`src/rtl/ulbs_pkg.sv`:
```
// Constants, field layout and types of the LIN-capable serial channel.
// Assumes one 10 MHz system clock and a plain register port.
//
// Overview of operation
// - Break receive flag is 1 during break reception; cleared when power and receive are both off, or on success.
// - A short break keeps the flag set and rearms break reception.
// - Writing 1 to break receive trigger arms break reception; it reads 0.
// - Writing 1 to break transmit trigger starts a break field; it reads 0.
// - Break length field selects 13 to 20 low bits, 13 by default.
// - Output inversion bit inverts the serial output pin level.
// - Input inversion bit inverts the input; changed only with receiver off; the code takes option writes to it at any time.
// - Error flags clear on writing 0, keep value on 1; busy is read-only.
// - Reset or power off zero status; transmit/receive disable clear their flags.
// - Transmit holding write sets busy; busy clears when no further data follows.
// - Parity error flag sets when received parity disagrees with odd or even selection; zero parity is not checked.
// - Framing error flag sets when the first stop bit is low.
// - Reception over unread data sets overrun and discards the new byte.
// - Seven-bit data sits in bits 6..0 LSB-first, 7..1 MSB-first.
// - Receive holding is read-only, all ones on reset and power off.
// - Transmit holding is read/write with reset value all ones.
// - Holding write starts transmission; moving to shifter raises transmit-ready event.
// - Break of 11 or more bits ends normally with receive-done event.
// - After a break field the transmit trigger clears itself.
package ulbs_pkg;
  localparam int ADDR_W = 28;
  localparam logic [27:0] OFS_CTRL = 28'hffffa00;
  localparam logic [27:0] OFS_OPT = 28'hffffa03;
  localparam logic [27:0] OFS_STAT = 28'hffffa04;
  localparam logic [27:0] OFS_RXD = 28'hffffa05;
  localparam logic [27:0] OFS_TXD = 28'hffffa06;
  localparam logic [7:0] CTRL_RST = 8'h10;
  localparam logic [7:0] OPT_RST = 8'h14;
  localparam logic [7:0] STAT_RST = 8'h00;
  localparam logic [7:0] RXD_RST = 8'hff;
  localparam logic [7:0] TXD_RST = 8'hff;
  localparam int OPT_SRF = 7;
  localparam int OPT_SRT = 6;
  localparam int OPT_STT = 5;
  localparam int OPT_SLS = 2;
  localparam int OPT_TDL = 1;
  localparam int OPT_RDL = 0;
  localparam int STAT_TSF = 7;
  localparam int STAT_PE = 2;
  localparam int STAT_FE = 1;
  localparam int STAT_OVE = 0;
  localparam logic [1:0] PAR_NONE = 2'h0;
  localparam logic [1:0] PAR_ZERO = 2'h1;
  localparam logic [1:0] PAR_ODD = 2'h2;
  localparam logic [4:0] BRK_BASE = 5'h0d;
  localparam logic [2:0] BRK_SEL_OFS = 3'h3;
  localparam logic [4:0] BRK_MIN = 5'h0b;
  localparam logic [4:0] BRK_SAT = 5'h1f;
  localparam int CLK_NS = 100;
  localparam int BIT_NS = 1600;
  localparam int BIT_CYC_I = (BIT_NS + CLK_NS - 1) / CLK_NS;
  localparam logic [7:0] BIT_CYC = BIT_CYC_I[7:0];
  localparam logic [7:0] HALF_CYC = BIT_CYC >> 1;

  typedef struct packed {
    logic unit_power_enable;
    logic transmit_enable;
    logic receive_enable;
    logic lsb_first;
    logic [1:0] parity_sel;
    logic char_8bit;
    logic stop_length_sel;
  } ulbs_ctrl_s;

  typedef enum logic [2:0] {
    TX_IDLE = 3'h0, TX_START = 3'h1, TX_DATA = 3'h2,
    TX_PAR = 3'h3, TX_STOP = 3'h4, TX_BRK = 3'h5
  } ulbs_tx_e;

  typedef enum logic [2:0] {
    RX_IDLE = 3'h0, RX_START = 3'h1, RX_DATA = 3'h2,
    RX_PAR = 3'h3, RX_STOP = 3'h4, RX_BRK = 3'h5
  } ulbs_rx_e;
endpackage

```
`src/rtl/ulbs_sync2.sv`:
```
// Two-stage synchroniser for the serial input pin.
// Assumes the pin is asynchronous to the system clock.
`timescale 1ns/1ps
`default_nettype none
module ulbs_sync2 (
  input wire logic i_sys_clk,
  input wire logic i_reset_n,
  input wire logic i_async,
  output logic o_sync
);
  logic meta_q;
  logic sync_q;

  always_ff @(posedge i_sys_clk) begin
    if (!i_reset_n) begin
      meta_q <= 1'b1;
      sync_q <= 1'b1;
    end else begin
      meta_q <= i_async;
      sync_q <= meta_q;
    end
  end

  assign o_sync = sync_q;
endmodule
`default_nettype wire

```
`src/rtl/ulbs_tick.sv`:
```
// Bit-period enable divider with reload on restart.
// Assumes the system clock; tick is a one-cycle enable.
`timescale 1ns/1ps
`default_nettype none
module ulbs_tick (
  input wire logic i_sys_clk,
  input wire logic i_reset_n,
  input wire logic i_restart,
  input wire logic [7:0] i_load,
  output logic o_tick
);
  logic [7:0] cnt_q;

  always_ff @(posedge i_sys_clk) begin
    if (!i_reset_n || i_restart) begin
      cnt_q <= i_reset_n ? i_load : 8'h00;
    end else if (cnt_q == ulbs_pkg::BIT_CYC - 8'h01) begin
      cnt_q <= 8'h00;
    end else begin
      cnt_q <= cnt_q + 8'h01;
    end
  end

  assign o_tick = !i_restart && (cnt_q == ulbs_pkg::BIT_CYC - 8'h01);
endmodule
`default_nettype wire

```
`src/rtl/ulbs_top.sv`:
```
// One serial channel with break field send/receive and status flags.
// Assumes a register port on the system clock and an asynchronous pin.
`timescale 1ns/1ps
`default_nettype none
module ulbs_top (
  input wire logic i_sys_clk,
  input wire logic i_reset_n,
  input wire logic [27:0] i_addr,
  input wire logic [7:0] i_wr_data,
  input wire logic i_wr_en,
  input wire logic i_rd_en,
  output logic [7:0] o_rd_data,
  input wire logic i_serial_in_pin,
  output logic o_serial_out_pin,
  output logic o_rx_done_irq,
  output logic o_tx_ready_irq
);
  logic [7:0] ctrl_q;
  ulbs_pkg::ulbs_ctrl_s ctl;
  logic wr_ctrl;
  logic wr_opt;
  logic wr_stat;
  logic wr_txd;
  logic rd_rxd;
  logic pwr;
  logic tx_en;
  logic rx_en;
  logic srf_q;
  logic stt_q;
  logic [2:0] sls_q;
  logic tdl_q;
  logic rdl_q;
  logic tsf_q;
  logic pe_q;
  logic fe_q;
  logic ove_q;
  logic [7:0] txd_q;
  logic [7:0] rxd_q;
  logic unread_q;
  logic [7:0] rd_q;
  ulbs_pkg::ulbs_tx_e tx_st_q;
  logic [7:0] tsr_q;
  logic [4:0] tcnt_q;
  logic tpar_q;
  logic tx_pend_q;
  logic tx_tick;
  logic tx_line;
  logic tx_irq_q;
  logic tx_done;
  logic brk_tx_done;
  logic [4:0] brk_len;
  logic [2:0] brk_code;
  logic [7:0] tx_mask;
  logic [4:0] nbits;
  logic serial_q;
  ulbs_pkg::ulbs_rx_e rx_st_q;
  logic rx_sync;
  logic rx_in;
  logic rx_prev_q;
  logic rx_tick;
  logic [7:0] rsr_q;
  logic [7:0] rx_align;
  logic [4:0] rcnt_q;
  logic rpar_q;
  logic rx_done;
  logic rx_pe;
  logic rx_fe;
  logic brk_ok;
  logic rx_irq_q;

  assign ctl = ulbs_pkg::ulbs_ctrl_s'(ctrl_q);
  assign pwr = ctl.unit_power_enable;
  assign tx_en = pwr && ctl.transmit_enable;
  assign rx_en = pwr && ctl.receive_enable;
  assign wr_ctrl = i_wr_en && (i_addr == ulbs_pkg::OFS_CTRL);
  assign wr_opt = i_wr_en && (i_addr == ulbs_pkg::OFS_OPT);
  assign wr_stat = i_wr_en && (i_addr == ulbs_pkg::OFS_STAT);
  assign wr_txd = i_wr_en && (i_addr == ulbs_pkg::OFS_TXD);
  assign rd_rxd = i_rd_en && (i_addr == ulbs_pkg::OFS_RXD);
  assign nbits = ctl.char_8bit ? 5'h08 : 5'h07;

  // Control register
  always_ff @(posedge i_sys_clk) begin
    if (!i_reset_n) begin
      ctrl_q <= ulbs_pkg::CTRL_RST;
    end else if (wr_ctrl) begin
      ctrl_q <= i_wr_data;
    end
  end

  // Option fields written directly
  always_ff @(posedge i_sys_clk) begin
    if (!i_reset_n) begin
      sls_q <= ulbs_pkg::OPT_RST[ulbs_pkg::OPT_SLS +: 3];
      tdl_q <= ulbs_pkg::OPT_RST[ulbs_pkg::OPT_TDL];
      rdl_q <= ulbs_pkg::OPT_RST[ulbs_pkg::OPT_RDL];
    end else if (wr_opt) begin
      sls_q <= i_wr_data[ulbs_pkg::OPT_SLS +: 3];
      tdl_q <= i_wr_data[ulbs_pkg::OPT_TDL];
      rdl_q <= i_wr_data[ulbs_pkg::OPT_RDL];
    end
  end

  // Break receive flag
  always_ff @(posedge i_sys_clk) begin
    if (!i_reset_n) begin
      srf_q <= 1'b0;
    end else if (!pwr && !ctl.receive_enable) begin
      srf_q <= 1'b0;
    end else if (wr_opt && i_wr_data[ulbs_pkg::OPT_SRT]) begin
      srf_q <= 1'b1;
    end else if (brk_ok) begin
      srf_q <= 1'b0;
    end
  end

  // Break transmit trigger
  always_ff @(posedge i_sys_clk) begin
    if (!i_reset_n || !tx_en) begin
      stt_q <= 1'b0;
    end else if (wr_opt && i_wr_data[ulbs_pkg::OPT_STT]) begin
      stt_q <= 1'b1;
    end else if (brk_tx_done) begin
      stt_q <= 1'b0;
    end
  end

  // Status flags, hardware set wins over software clear
  always_ff @(posedge i_sys_clk) begin
    if (!i_reset_n || !pwr) begin
      tsf_q <= 1'b0;
      pe_q <= 1'b0;
      fe_q <= 1'b0;
      ove_q <= 1'b0;
    end else begin
      if (!ctl.transmit_enable) begin
        tsf_q <= 1'b0;
      end else if (wr_txd) begin
        tsf_q <= 1'b1;
      end else if (tx_done && !tx_pend_q) begin
        tsf_q <= 1'b0;
      end
      if (!ctl.receive_enable) begin
        pe_q <= 1'b0;
        fe_q <= 1'b0;
        ove_q <= 1'b0;
      end else begin
        pe_q <= (rx_done && rx_pe) ||
          (pe_q && !(wr_stat && !i_wr_data[ulbs_pkg::STAT_PE]));
        fe_q <= (rx_done && rx_fe) ||
          (fe_q && !(wr_stat && !i_wr_data[ulbs_pkg::STAT_FE]));
        ove_q <= (rx_done && unread_q) ||
          (ove_q && !(wr_stat && !i_wr_data[ulbs_pkg::STAT_OVE]));
      end
    end
  end

  // Transmit holding register
  always_ff @(posedge i_sys_clk) begin
    if (!i_reset_n) begin
      txd_q <= ulbs_pkg::TXD_RST;
    end else if (wr_txd) begin
      txd_q <= i_wr_data;
    end
  end

  // Pending transmit data
  always_ff @(posedge i_sys_clk) begin
    if (!i_reset_n || !tx_en) begin
      tx_pend_q <= 1'b0;
    end else if (wr_txd) begin
      tx_pend_q <= 1'b1;
    end else if (tx_st_q == ulbs_pkg::TX_IDLE && !stt_q) begin
      tx_pend_q <= 1'b0;
    end
  end

  assign tx_mask = ctl.char_8bit ? txd_q :
    (ctl.lsb_first ? {1'b0, txd_q[6:0]} : {txd_q[7:1], 1'b0});
  assign brk_code = sls_q + ulbs_pkg::BRK_SEL_OFS;
  assign brk_len = ulbs_pkg::BRK_BASE + {2'b00, brk_code};
  assign tx_done = tx_tick && tx_st_q == ulbs_pkg::TX_STOP &&
    tcnt_q == {4'h0, ctl.stop_length_sel};
  assign brk_tx_done = tx_tick && tx_st_q == ulbs_pkg::TX_BRK &&
    tcnt_q == brk_len - 5'h01;

  ulbs_tick u_tx_tick (
    .i_sys_clk(i_sys_clk),
    .i_reset_n(i_reset_n),
    .i_restart(tx_st_q == ulbs_pkg::TX_IDLE),
    .i_load(8'h00),
    .o_tick(tx_tick)
  );

  // Transmit sequencer
  always_ff @(posedge i_sys_clk) begin
    if (!i_reset_n || !tx_en) begin
      tx_st_q <= ulbs_pkg::TX_IDLE;
      tsr_q <= 8'h00;
      tcnt_q <= 5'h00;
      tpar_q <= 1'b0;
    end else begin
      unique case (tx_st_q)
        ulbs_pkg::TX_IDLE: begin
          tcnt_q <= 5'h00;
          if (stt_q) begin
            tx_st_q <= ulbs_pkg::TX_BRK;
          end else if (tx_pend_q) begin
            tx_st_q <= ulbs_pkg::TX_START;
            tsr_q <= tx_mask;
            tpar_q <= (ctl.parity_sel == ulbs_pkg::PAR_ZERO) ? 1'b0 :
              (ctl.parity_sel == ulbs_pkg::PAR_ODD) ? ~^tx_mask : ^tx_mask;
          end
        end
        ulbs_pkg::TX_START: begin
          if (tx_tick) begin
            tx_st_q <= ulbs_pkg::TX_DATA;
          end
        end
        ulbs_pkg::TX_DATA: begin
          if (tx_tick) begin
            tsr_q <= ctl.lsb_first ? {1'b0, tsr_q[7:1]} : {tsr_q[6:0], 1'b0};
            tcnt_q <= tcnt_q + 5'h01;
            if (tcnt_q == nbits - 5'h01) begin
              tcnt_q <= 5'h00;
              tx_st_q <= (ctl.parity_sel == ulbs_pkg::PAR_NONE) ?
                ulbs_pkg::TX_STOP : ulbs_pkg::TX_PAR;
            end
          end
        end
        ulbs_pkg::TX_PAR: begin
          if (tx_tick) begin
            tx_st_q <= ulbs_pkg::TX_STOP;
          end
        end
        ulbs_pkg::TX_STOP: begin
          if (tx_tick) begin
            tcnt_q <= tcnt_q + 5'h01;
          end
          if (tx_done) begin
            tx_st_q <= ulbs_pkg::TX_IDLE;
          end
        end
        ulbs_pkg::TX_BRK: begin
          if (tx_tick) begin
            tcnt_q <= tcnt_q + 5'h01;
          end
          if (brk_tx_done) begin
            tx_st_q <= ulbs_pkg::TX_IDLE;
          end
        end
        default: begin
          tx_st_q <= ulbs_pkg::TX_IDLE;
        end
      endcase
    end
  end

  // Transmit-ready event when data or a break enters the shifter
  always_ff @(posedge i_sys_clk) begin
    if (!i_reset_n || !tx_en) begin
      tx_irq_q <= 1'b0;
    end else begin
      tx_irq_q <= tx_st_q == ulbs_pkg::TX_IDLE && (stt_q || tx_pend_q);
    end
  end

  always_comb begin
    unique case (tx_st_q)
      ulbs_pkg::TX_START: tx_line = 1'b0;
      ulbs_pkg::TX_DATA: tx_line = ctl.lsb_first ? tsr_q[0] : tsr_q[7];
      ulbs_pkg::TX_PAR: tx_line = tpar_q;
      ulbs_pkg::TX_BRK: tx_line = 1'b0;
      default: tx_line = 1'b1;
    endcase
  end

  // Serial output, idle high while powered down, then inverted if asked
  always_ff @(posedge i_sys_clk) begin
    if (!i_reset_n) begin
      serial_q <= 1'b1;
    end else begin
      serial_q <= (pwr ? tx_line : 1'b1) ^ tdl_q;
    end
  end

  ulbs_sync2 u_rx_sync (
    .i_sys_clk(i_sys_clk),
    .i_reset_n(i_reset_n),
    .i_async(i_serial_in_pin),
    .o_sync(rx_sync)
  );

  assign rx_in = rx_sync ^ rdl_q;

  always_ff @(posedge i_sys_clk) begin
    if (!i_reset_n) begin
      rx_prev_q <= 1'b1;
    end else begin
      rx_prev_q <= rx_in;
    end
  end

  ulbs_tick u_rx_tick (
    .i_sys_clk(i_sys_clk),
    .i_reset_n(i_reset_n),
    .i_restart(rx_st_q == ulbs_pkg::RX_IDLE),
    .i_load(ulbs_pkg::HALF_CYC),
    .o_tick(rx_tick)
  );

  assign rx_align = ctl.char_8bit ? rsr_q :
    (ctl.lsb_first ? {1'b0, rsr_q[7:1]} : {rsr_q[6:0], 1'b0});
  assign rx_done = rx_tick && rx_st_q == ulbs_pkg::RX_STOP;
  assign rx_fe = !rx_in;
  assign rx_pe = (ctl.parity_sel == ulbs_pkg::PAR_ODD) ?
    (rpar_q != ~^rx_align) :
    (ctl.parity_sel == ~ulbs_pkg::PAR_NONE) && (rpar_q != ^rx_align);
  assign brk_ok = rx_tick && rx_st_q == ulbs_pkg::RX_BRK && rx_in &&
    rcnt_q >= ulbs_pkg::BRK_MIN;

  // Receive sequencer
  always_ff @(posedge i_sys_clk) begin
    if (!i_reset_n || !rx_en) begin
      rx_st_q <= ulbs_pkg::RX_IDLE;
      rsr_q <= 8'h00;
      rcnt_q <= 5'h00;
      rpar_q <= 1'b0;
    end else begin
      unique case (rx_st_q)
        ulbs_pkg::RX_IDLE: begin
          rcnt_q <= 5'h00;
          if (rx_prev_q && !rx_in) begin
            rx_st_q <= srf_q ? ulbs_pkg::RX_BRK : ulbs_pkg::RX_START;
          end
        end
        ulbs_pkg::RX_START: begin
          if (rx_tick) begin
            rx_st_q <= rx_in ? ulbs_pkg::RX_IDLE : ulbs_pkg::RX_DATA;
          end
        end
        ulbs_pkg::RX_DATA: begin
          if (rx_tick) begin
            rsr_q <= ctl.lsb_first ? {rx_in, rsr_q[7:1]} : {rsr_q[6:0], rx_in};
            rcnt_q <= rcnt_q + 5'h01;
            if (rcnt_q == nbits - 5'h01) begin
              rx_st_q <= (ctl.parity_sel == ulbs_pkg::PAR_NONE) ?
                ulbs_pkg::RX_STOP : ulbs_pkg::RX_PAR;
            end
          end
        end
        ulbs_pkg::RX_PAR: begin
          if (rx_tick) begin
            rpar_q <= rx_in;
            rx_st_q <= ulbs_pkg::RX_STOP;
          end
        end
        ulbs_pkg::RX_STOP: begin
          if (rx_tick) begin
            rx_st_q <= ulbs_pkg::RX_IDLE;
          end
        end
        ulbs_pkg::RX_BRK: begin
          if (rx_tick) begin
            if (rx_in) begin
              rx_st_q <= ulbs_pkg::RX_IDLE;
            end else if (rcnt_q != ulbs_pkg::BRK_SAT) begin
              rcnt_q <= rcnt_q + 5'h01;
            end
          end
        end
        default: begin
          rx_st_q <= ulbs_pkg::RX_IDLE;
        end
      endcase
    end
  end

  // Receive holding register and unread marker
  always_ff @(posedge i_sys_clk) begin
    if (!i_reset_n || !pwr) begin
      rxd_q <= ulbs_pkg::RXD_RST;
    end else if (rx_done && !unread_q) begin
      rxd_q <= rx_align;
    end
  end

  always_ff @(posedge i_sys_clk) begin
    if (!i_reset_n || !rx_en) begin
      unread_q <= 1'b0;
    end else if (rx_done) begin
      unread_q <= 1'b1;
    end else if (rd_rxd) begin
      unread_q <= 1'b0;
    end
  end

  // Receive-done event for a byte taken into the holding register or a good break
  always_ff @(posedge i_sys_clk) begin
    if (!i_reset_n || !rx_en) begin
      rx_irq_q <= 1'b0;
    end else begin
      rx_irq_q <= (rx_done && !unread_q) || brk_ok;
    end
  end

  // Read data, one cycle after the strobe
  always_ff @(posedge i_sys_clk) begin
    if (!i_reset_n) begin
      rd_q <= 8'h00;
    end else if (i_rd_en) begin
      unique case (i_addr)
        ulbs_pkg::OFS_CTRL: rd_q <= ctrl_q;
        ulbs_pkg::OFS_OPT: rd_q <= {srf_q, 2'b00, sls_q, tdl_q, rdl_q};
        ulbs_pkg::OFS_STAT: rd_q <= {tsf_q, 4'h0, pe_q, fe_q, ove_q};
        ulbs_pkg::OFS_RXD: rd_q <= rxd_q;
        ulbs_pkg::OFS_TXD: rd_q <= txd_q;
        default: rd_q <= 8'h00;
      endcase
    end else begin
      rd_q <= 8'h00;
    end
  end

  assign o_rd_data = rd_q;
  assign o_serial_out_pin = serial_q;
  assign o_rx_done_irq = rx_irq_q;
  assign o_tx_ready_irq = tx_irq_q;
endmodule
`default_nettype wire

```
`config.mk`:
```
export PLATFORM = sky130hd
export DESIGN_NAME = ulbs_top
export DESIGN_NICKNAME = d
export VERILOG_FILES = /design/src/rtl/ulbs_pkg.sv /design/src/rtl/ulbs_sync2.sv /design/src/rtl/ulbs_tick.sv /design/src/rtl/ulbs_top.sv
export SDC_FILE = /design/constraint.sdc
export NUM_CORES = 1
export LEC_CHECK = 0
export BUFFER_PORTS_ARGS = -buffer_cell sky130_fd_sc_hd__clkbuf_2
export CAP_MARGIN = 20
export CORE_MARGIN = 2
export CORE_UTILIZATION = 45
export CTS_CLUSTER_SIZE = 20
export DETAILED_ROUTE_END_ITERATION = 12
export HOLD_SLACK_MARGIN = 0.15
export PLACE_DENSITY_LB_ADDON = 0.3
export SLEW_MARGIN = 10
export SYNTH_ARGS = -nofsm -noshare
export SYNTH_HDL_FRONTEND = slang
export SYNTH_HIERARCHICAL = 1
export SYNTH_SLANG_ARGS = --single-unit
```
`constraint.sdc`:
```
create_clock -name i_sys_clk -period 4.2 [get_ports i_sys_clk]
set_input_delay 0.42 -clock i_sys_clk [delete_from_list [all_inputs] [get_ports i_sys_clk]]
set_output_delay 0.42 -clock i_sys_clk [all_outputs]
set_load 0.005 [all_outputs]
```
After elaboration in Yosys (flattened, before gate mapping)
Cells that the tools add are included.
- bitwise operators: 6
- $lt $le $gt $ge: 1
- muxes and demuxes: 61
- eq/ne operators: 47
- add/sub/neg operators: 8
- reduce and logical (&&, ||, !) cells: 92
- operators by type and width (cell ; number):
    == test 28 bit (second input constant) ; 5
    two-way mux 8 bit ; 11
    two-way mux 3 bit ; 18
    one-hot mux 8 bit (5 select lines) ; 1
    one-hot mux 3 bit (6 select lines) ; 2
    logical AND 1 bit ; 35
    two-way mux 5 bit ; 7
    inequality test 2 bit (second input constant) ; 17
    one-hot mux 5 bit (3 select lines) ; 2
    logical NOT 1 bit ; 17
    adder 8 x 1 -> 8 bit (second input constant) ; 2
    == test 8 x 4 -> 1 bit (second input constant) ; 2
    one-hot mux 8 bit (2 select lines) ; 1
    XNOR reduction 8 bit ; 2
    XOR reduction 8 bit ; 2
    == test 5 bit ; 3
    two-way mux 1 bit ; 15
    == test 3 x 2 -> 1 bit (second input constant) ; 4
    == test 3 bit (second input constant) ; 4
    nonzero test 2 bit ; 6
    OR reduction 2 bit ; 6
    adder 5 x 1 -> 5 bit (second input constant) ; 2
    logical OR 1 bit ; 10
    two-way mux 4 bit ; 2
    other kinds (26) ; 39
- bits of input ports: 41
- register bits: 101
- output and inout port bits: 11

Logic depth before layout (Yosys ltp)
- depth after elaboration: 8
- gate-level depth with buffers: 12
- depth with buffers taken out: 9

By module
The synthesis kept the hierarchy.
- modules (own cells, without submodules) (module ; seq. area each (um^2) ; instances ; area an instance (um^2) ; cells an instance):
    ulbs_top ; 1661.6 ; 1 ; 4375.4 ; 512
    ulbs_tick ; 160.2 ; 2 ; 417.9 ; 47
    ulbs_sync2 ; 40.0 ; 1 ; 52.6 ; 4

Worst setup path before layout
Ideal clock, no wire load.
- path type: reg2reg
- start: register rx_st_q[2]
- end: register rxd_q[6]
- clock period less this slack: 2.827 ns
- slack: 1.373 ns
- buffers on the path: 4
- arrival: 2.685 ns
- data required time: 4.059 ns
- cell stages (with the launch flop): 13
- cell sequence: dfxtp_1 > clkbuf_1 > or2_2 > nor2_1 > clkbuf_1 > nor3_1 > inv_1 > nor4b_1 > nand2b_1 > clkbuf_1 > clkbuf_1 > nand2_1 > o211ai_1
- longest elaborated chain between the ends: 5
- RTL lines (item ; line ; text):
    start, declared ; ulbs_top.sv:56 ; ulbs_pkg::ulbs_rx_e rx_st_q;
    start signal, assigned ; ulbs_top.sv:325 ; rx_st_q <= ulbs_pkg::RX_IDLE;
    start signal, assigned ; ulbs_top.sv:334 ; rx_st_q <= srf_q ? ulbs_pkg::RX_BRK : ulbs_pkg::RX_START;
    start signal, assigned ; ulbs_top.sv:339 ; rx_st_q <= rx_in ? ulbs_pkg::RX_IDLE : ulbs_pkg::RX_DATA;
    logical NOT 3 bit ; ulbs_top.sv:307 ; .i_restart(rx_st_q == ulbs_pkg::RX_IDLE),
    logical NOT 1 bit ; ulbs_tick.sv:24 ; assign o_tick = !i_restart && (cnt_q == ulbs_pkg::BIT_CYC - 8'h01);
    logical AND 1 bit ; ulbs_tick.sv:24 ;
    via rx_tick ; ulbs_top.sv:60 ; logic rx_tick;
    logical AND 1 bit ; ulbs_top.sv:314 ; assign rx_done = rx_tick && rx_st_q == ulbs_pkg::RX_STOP;
    logical AND 1 bit ; ulbs_top.sv:383 ; end else if (rx_done && !unread_q) begin
    end signal, assigned ; ulbs_top.sv:382 ; rxd_q <= ulbs_pkg::RXD_RST;
    end signal, assigned ; ulbs_top.sv:384 ; rxd_q <= rx_align;
    end, declared ; ulbs_top.sv:38 ; logic [7:0] rxd_q;
The timed path passes the listed nets, and every way through them passes these cells.
A chain may end at the register's enable or synchronous reset.

Worst setup path after layout
- start: register rx_st_q[0]
- end: register rxd_q[0]
Same word-level chain as after synthesis.

==> flow_summary.toml <==
[outcome]
outcome = "finished clean"

[place]
dpl.hpwl_mm = 8.789
placement.io_buffers = 51
gp_congestion = 0.9197

[pwr]
power_density_over_the_cells_nw_per_um2 = 321.0
power.static_leakage_nw = 2.268
peakVddDrop_uv = 270.6

[logic_synthesis]
synth_enable_flop_cells = 0
async_flop_share_pct = 0
netlist.top_cell.by_area = "dfxtp_1"
synth.lib_cells_used.distinct = 65
synthesis.area_per_instance_um2 = 8.629
ys_seq_area_share_pct = 38.41
post_synth_instance_area_um2 = 5264
post_synth_main_area_contributors = "dfxtp_1 (38%), mux2i_1 (8.4%), nor2_1 (4.0%)"
synth_top_area_share_pct = 38.41
dominantRegCellSynth = "dfxtp_1"
synth_seq_cells = 101
synthesis.instances = 610
synth.yosys.warnings = 6

[route]
detail_route.first_pass.iterations = 5
route.detailed.wl_per_inst_um = 15.07
routed_via_count = 4477
finalWirelength_mm = 12.09
avgViaCountPerCell = 5.582
final_routed_drc_violation_total = 0
route.antenna.remaining_nets = 0
dr.first_iter.drc_count = 251

[critical_path]
critPathMaxStageDelay_ps = 710
r2r-start = "rx_st_q[0]$_SDFFE_PP0P_"
critPathCaptureType = "flip-flop"
crit_path_max_fanout = 16
timing.critical_path.slowest_stage_cell = "nor4b_1"
reg2reg_depth = 8
critPathBufInv = 1
r2r-end = "rxd_q[0]$_SDFFE_PP1P_"
worstPathRequired_ps = 4410
worst_setup_path_startpoint = "rx_st_q[0]$_SDFFE_PP0P_"
cp.arrival_ps = 3500
critPathTopFamily = "simple AND/OR/NAND/NOR gates"
timing.setup.critical_path_class = "flip-flop to flip-flop"
crit_chain = "or2_2 > nor2_1 > nor3_1 > inv_1 > nor4b_1 > nand2b_1 > mux2i_1 > nand2_1"
worst_setup_path_start_kind = "flip-flop"
regToRegSetupSlack_ps = 910

[cts]
cts_root_buffer = "clkbuf_16"
cts.path.max_buffers = 2
clkSlewWorstSetupHoldPaths_ps = 70
cts_num_sinks = 101
cts_setup_buffers = 0
holdBufCountCts = 0
cts_repair_resize_count = 0
cts_tree = "built"
h-tree-depth = 3
numCtsBuffers = 9
later_pin_clock_latency_in_the_skew_report_ps = 340

[sta]
finalCriticalPeriod_ps = 3285
max_slew_margin_pct = 45.27
timing.final.max_slew_violations = 0
worst_pin_slew_ps = 819.8
setup_viol = 0
timing.clock.skew_ps = 5.940
final_min_period_over_clock_period_pct = 78.22
rsz0062_at_grt = "no"
tns_ps = 0
finalHoldViolCount = 0
max_freq_mhz = 304.4

[layout]
nNetsFinal = 702
multi_input_comb_area_um2 = 3047
area_delta_synth_final_pct = 12.46
layout.filler_cells = 1068
layout_commonest_cell = "dfxtp_1"
antenna-diode-count = 0
final_core_utilization_pct = 51.84
layout_cells_sized_above_1_pct = 14.57
most_frequent_cells_in_the_layout = "dfxtp_1 (101), nor2_1 (56), nand2_1 (55)"
seq_area_um2 = 2022

[floorplan]
floorplan.initialDensity_pct = 46.10
die_area_um2 = 12580
die_width_um = 112.2
io-pin-count = 52
coreArea_um2 = 11420
floorplan.die.height_um = 112.2
placementRows = 39

[worst_hold_path]
worstHoldStart = "i_serial_in_pin"
worst_hold_endpoint = "u_rx_sync/meta_q$_SDFF_PN1_"
min_path_type = "input pin to flip-flop"
worst_hold_path.num_cells = 2

[global_routing]
grt_use_total_pct = 19.31
gr_ovfl_total = 0
wire_length_of_the_first_global_routing_pass_mm = 20.22
grt_max_degree = 46
grt_pass1_vias = 4227
antenna_violations_before_repair = 0

[flow_run]
timing.max_cap.violations = 0
## cells by family (layout without fill, tap and decap cells)
kind of cell,count (synthesis),after routing,synth area share (%)
AO/OA/AOI/OAI,134,134,17.23
AND/OR/NAND/NOR,223,223,21.96
multiplexers,51,51,9.865
flip-flops,101,101,38.41
adder cells (fa/ha/maj),6,6,1.426
buffers and inverters,57,92,4.706
other,2,16,0.1427
XOR/XNOR,36,36,6.252
## synth_stat cells (8+ instances only)
cell and n:
a22oi_1 9, o21ai_1 8, a21oi_1 30, a211oi_1 18
xor2_1 15, dfxtp_1 101, mux2i_1 44, o211ai_1 10
nand4_1 11, nand3_1 24, clkbuf_1 26, inv_1 20
nor2_1 56, nor3_1 12, nand2_1 55, a221oi_1 8
xnor2_1 20, nor2b_1 18, o21ai_0 21
## how the worst max path moves through the flow
stage / end / slack, ps / cells after the start
finish: rxd_q[0]$_SDFFE_PP1P_ / 910 / 8
detailed placement: rxd_q[0]$_SDFFE_PP1P_ / 990 / 8
floorplan: rxd_q[6]$_SDFFE_PP1P_ / 1370 / 12
global placement: rxd_q[0]$_SDFFE_PP1P_ / 1170 / 8
global route: rxd_q[2]$_SDFFE_PP1P_ / 440 / 8
CTS: rxd_q[0]$_SDFFE_PP1P_ / 950 / 8
## worst register-to-register path, cell delays in order, from the launching register on
cell and delay [ps]:
dfxtp_1 530, or2_2 220, nor2_1 170, nor3_1 500, inv_1 170, nor4b_1 710
nand2b_1 510, mux2i_1 270, nand2_1 80
## power by group
group / switching (mW) / internal (mW) / total, mW / leakage, nW
Clock: 0.350 / 0.489 / 0.839 / 0.147
Combinational: 0.0488 / 0.0396 / 0.0884 / 1.30
Sequential: 0.00700 / 0.966 / 0.973 / 0.818
## registers in the layout, indices dropped and copies added, names as in the netlist, 3 cells and up
signal	count
ctl	8
o_rd_data	8
rsr_q	8
rxd_q	8
tsr_q	8
txd_q	8
u_rx_tick/cnt_q	8
u_tx_tick/cnt_q	8
rcnt_q	5
tcnt_q	5
rx_st_q	3
sls_q	3
tx_st_q	3
## metrics by stage
stage / power (mW) / hold WS (ps) / setup WS [ps] / std cells / area, um2
finish: 1.900 / 257.7 / 914.9 / 802 / 5919
global route: 1.968 / 260.9 / 438.5 / 802 / 5919
CTS: 1.918 / 254.6 / 953.1 / 801 / 5912
detailed placement: 1.081 / 399.9 / 986.8 / 786 / 5612
global placement: 1.078 / 393.7 / 1166 / 786 / 5612
floorplan: 1.049 / 386.3 / 1373 / 624 / 5316
## cell type report
cell class	instances	share of cell area, %
multi-input combinational	466	51.47
tap	143	3.023
clock inverter	4	0.8032
timing repair buffer	56	4.946
sequential	101	34.16
inverter	21	1.332
clock buffer	11	4.270
## routing by layer
layer | track usage [%] | routed length [um]
met5 | 0 | 0
met4 | 4.797 | 163
met3 | 4.968 | 794
met2 | 32.09 | 5589
met1 | 25.22 | 5537
(Power assumes the default switching activity.)
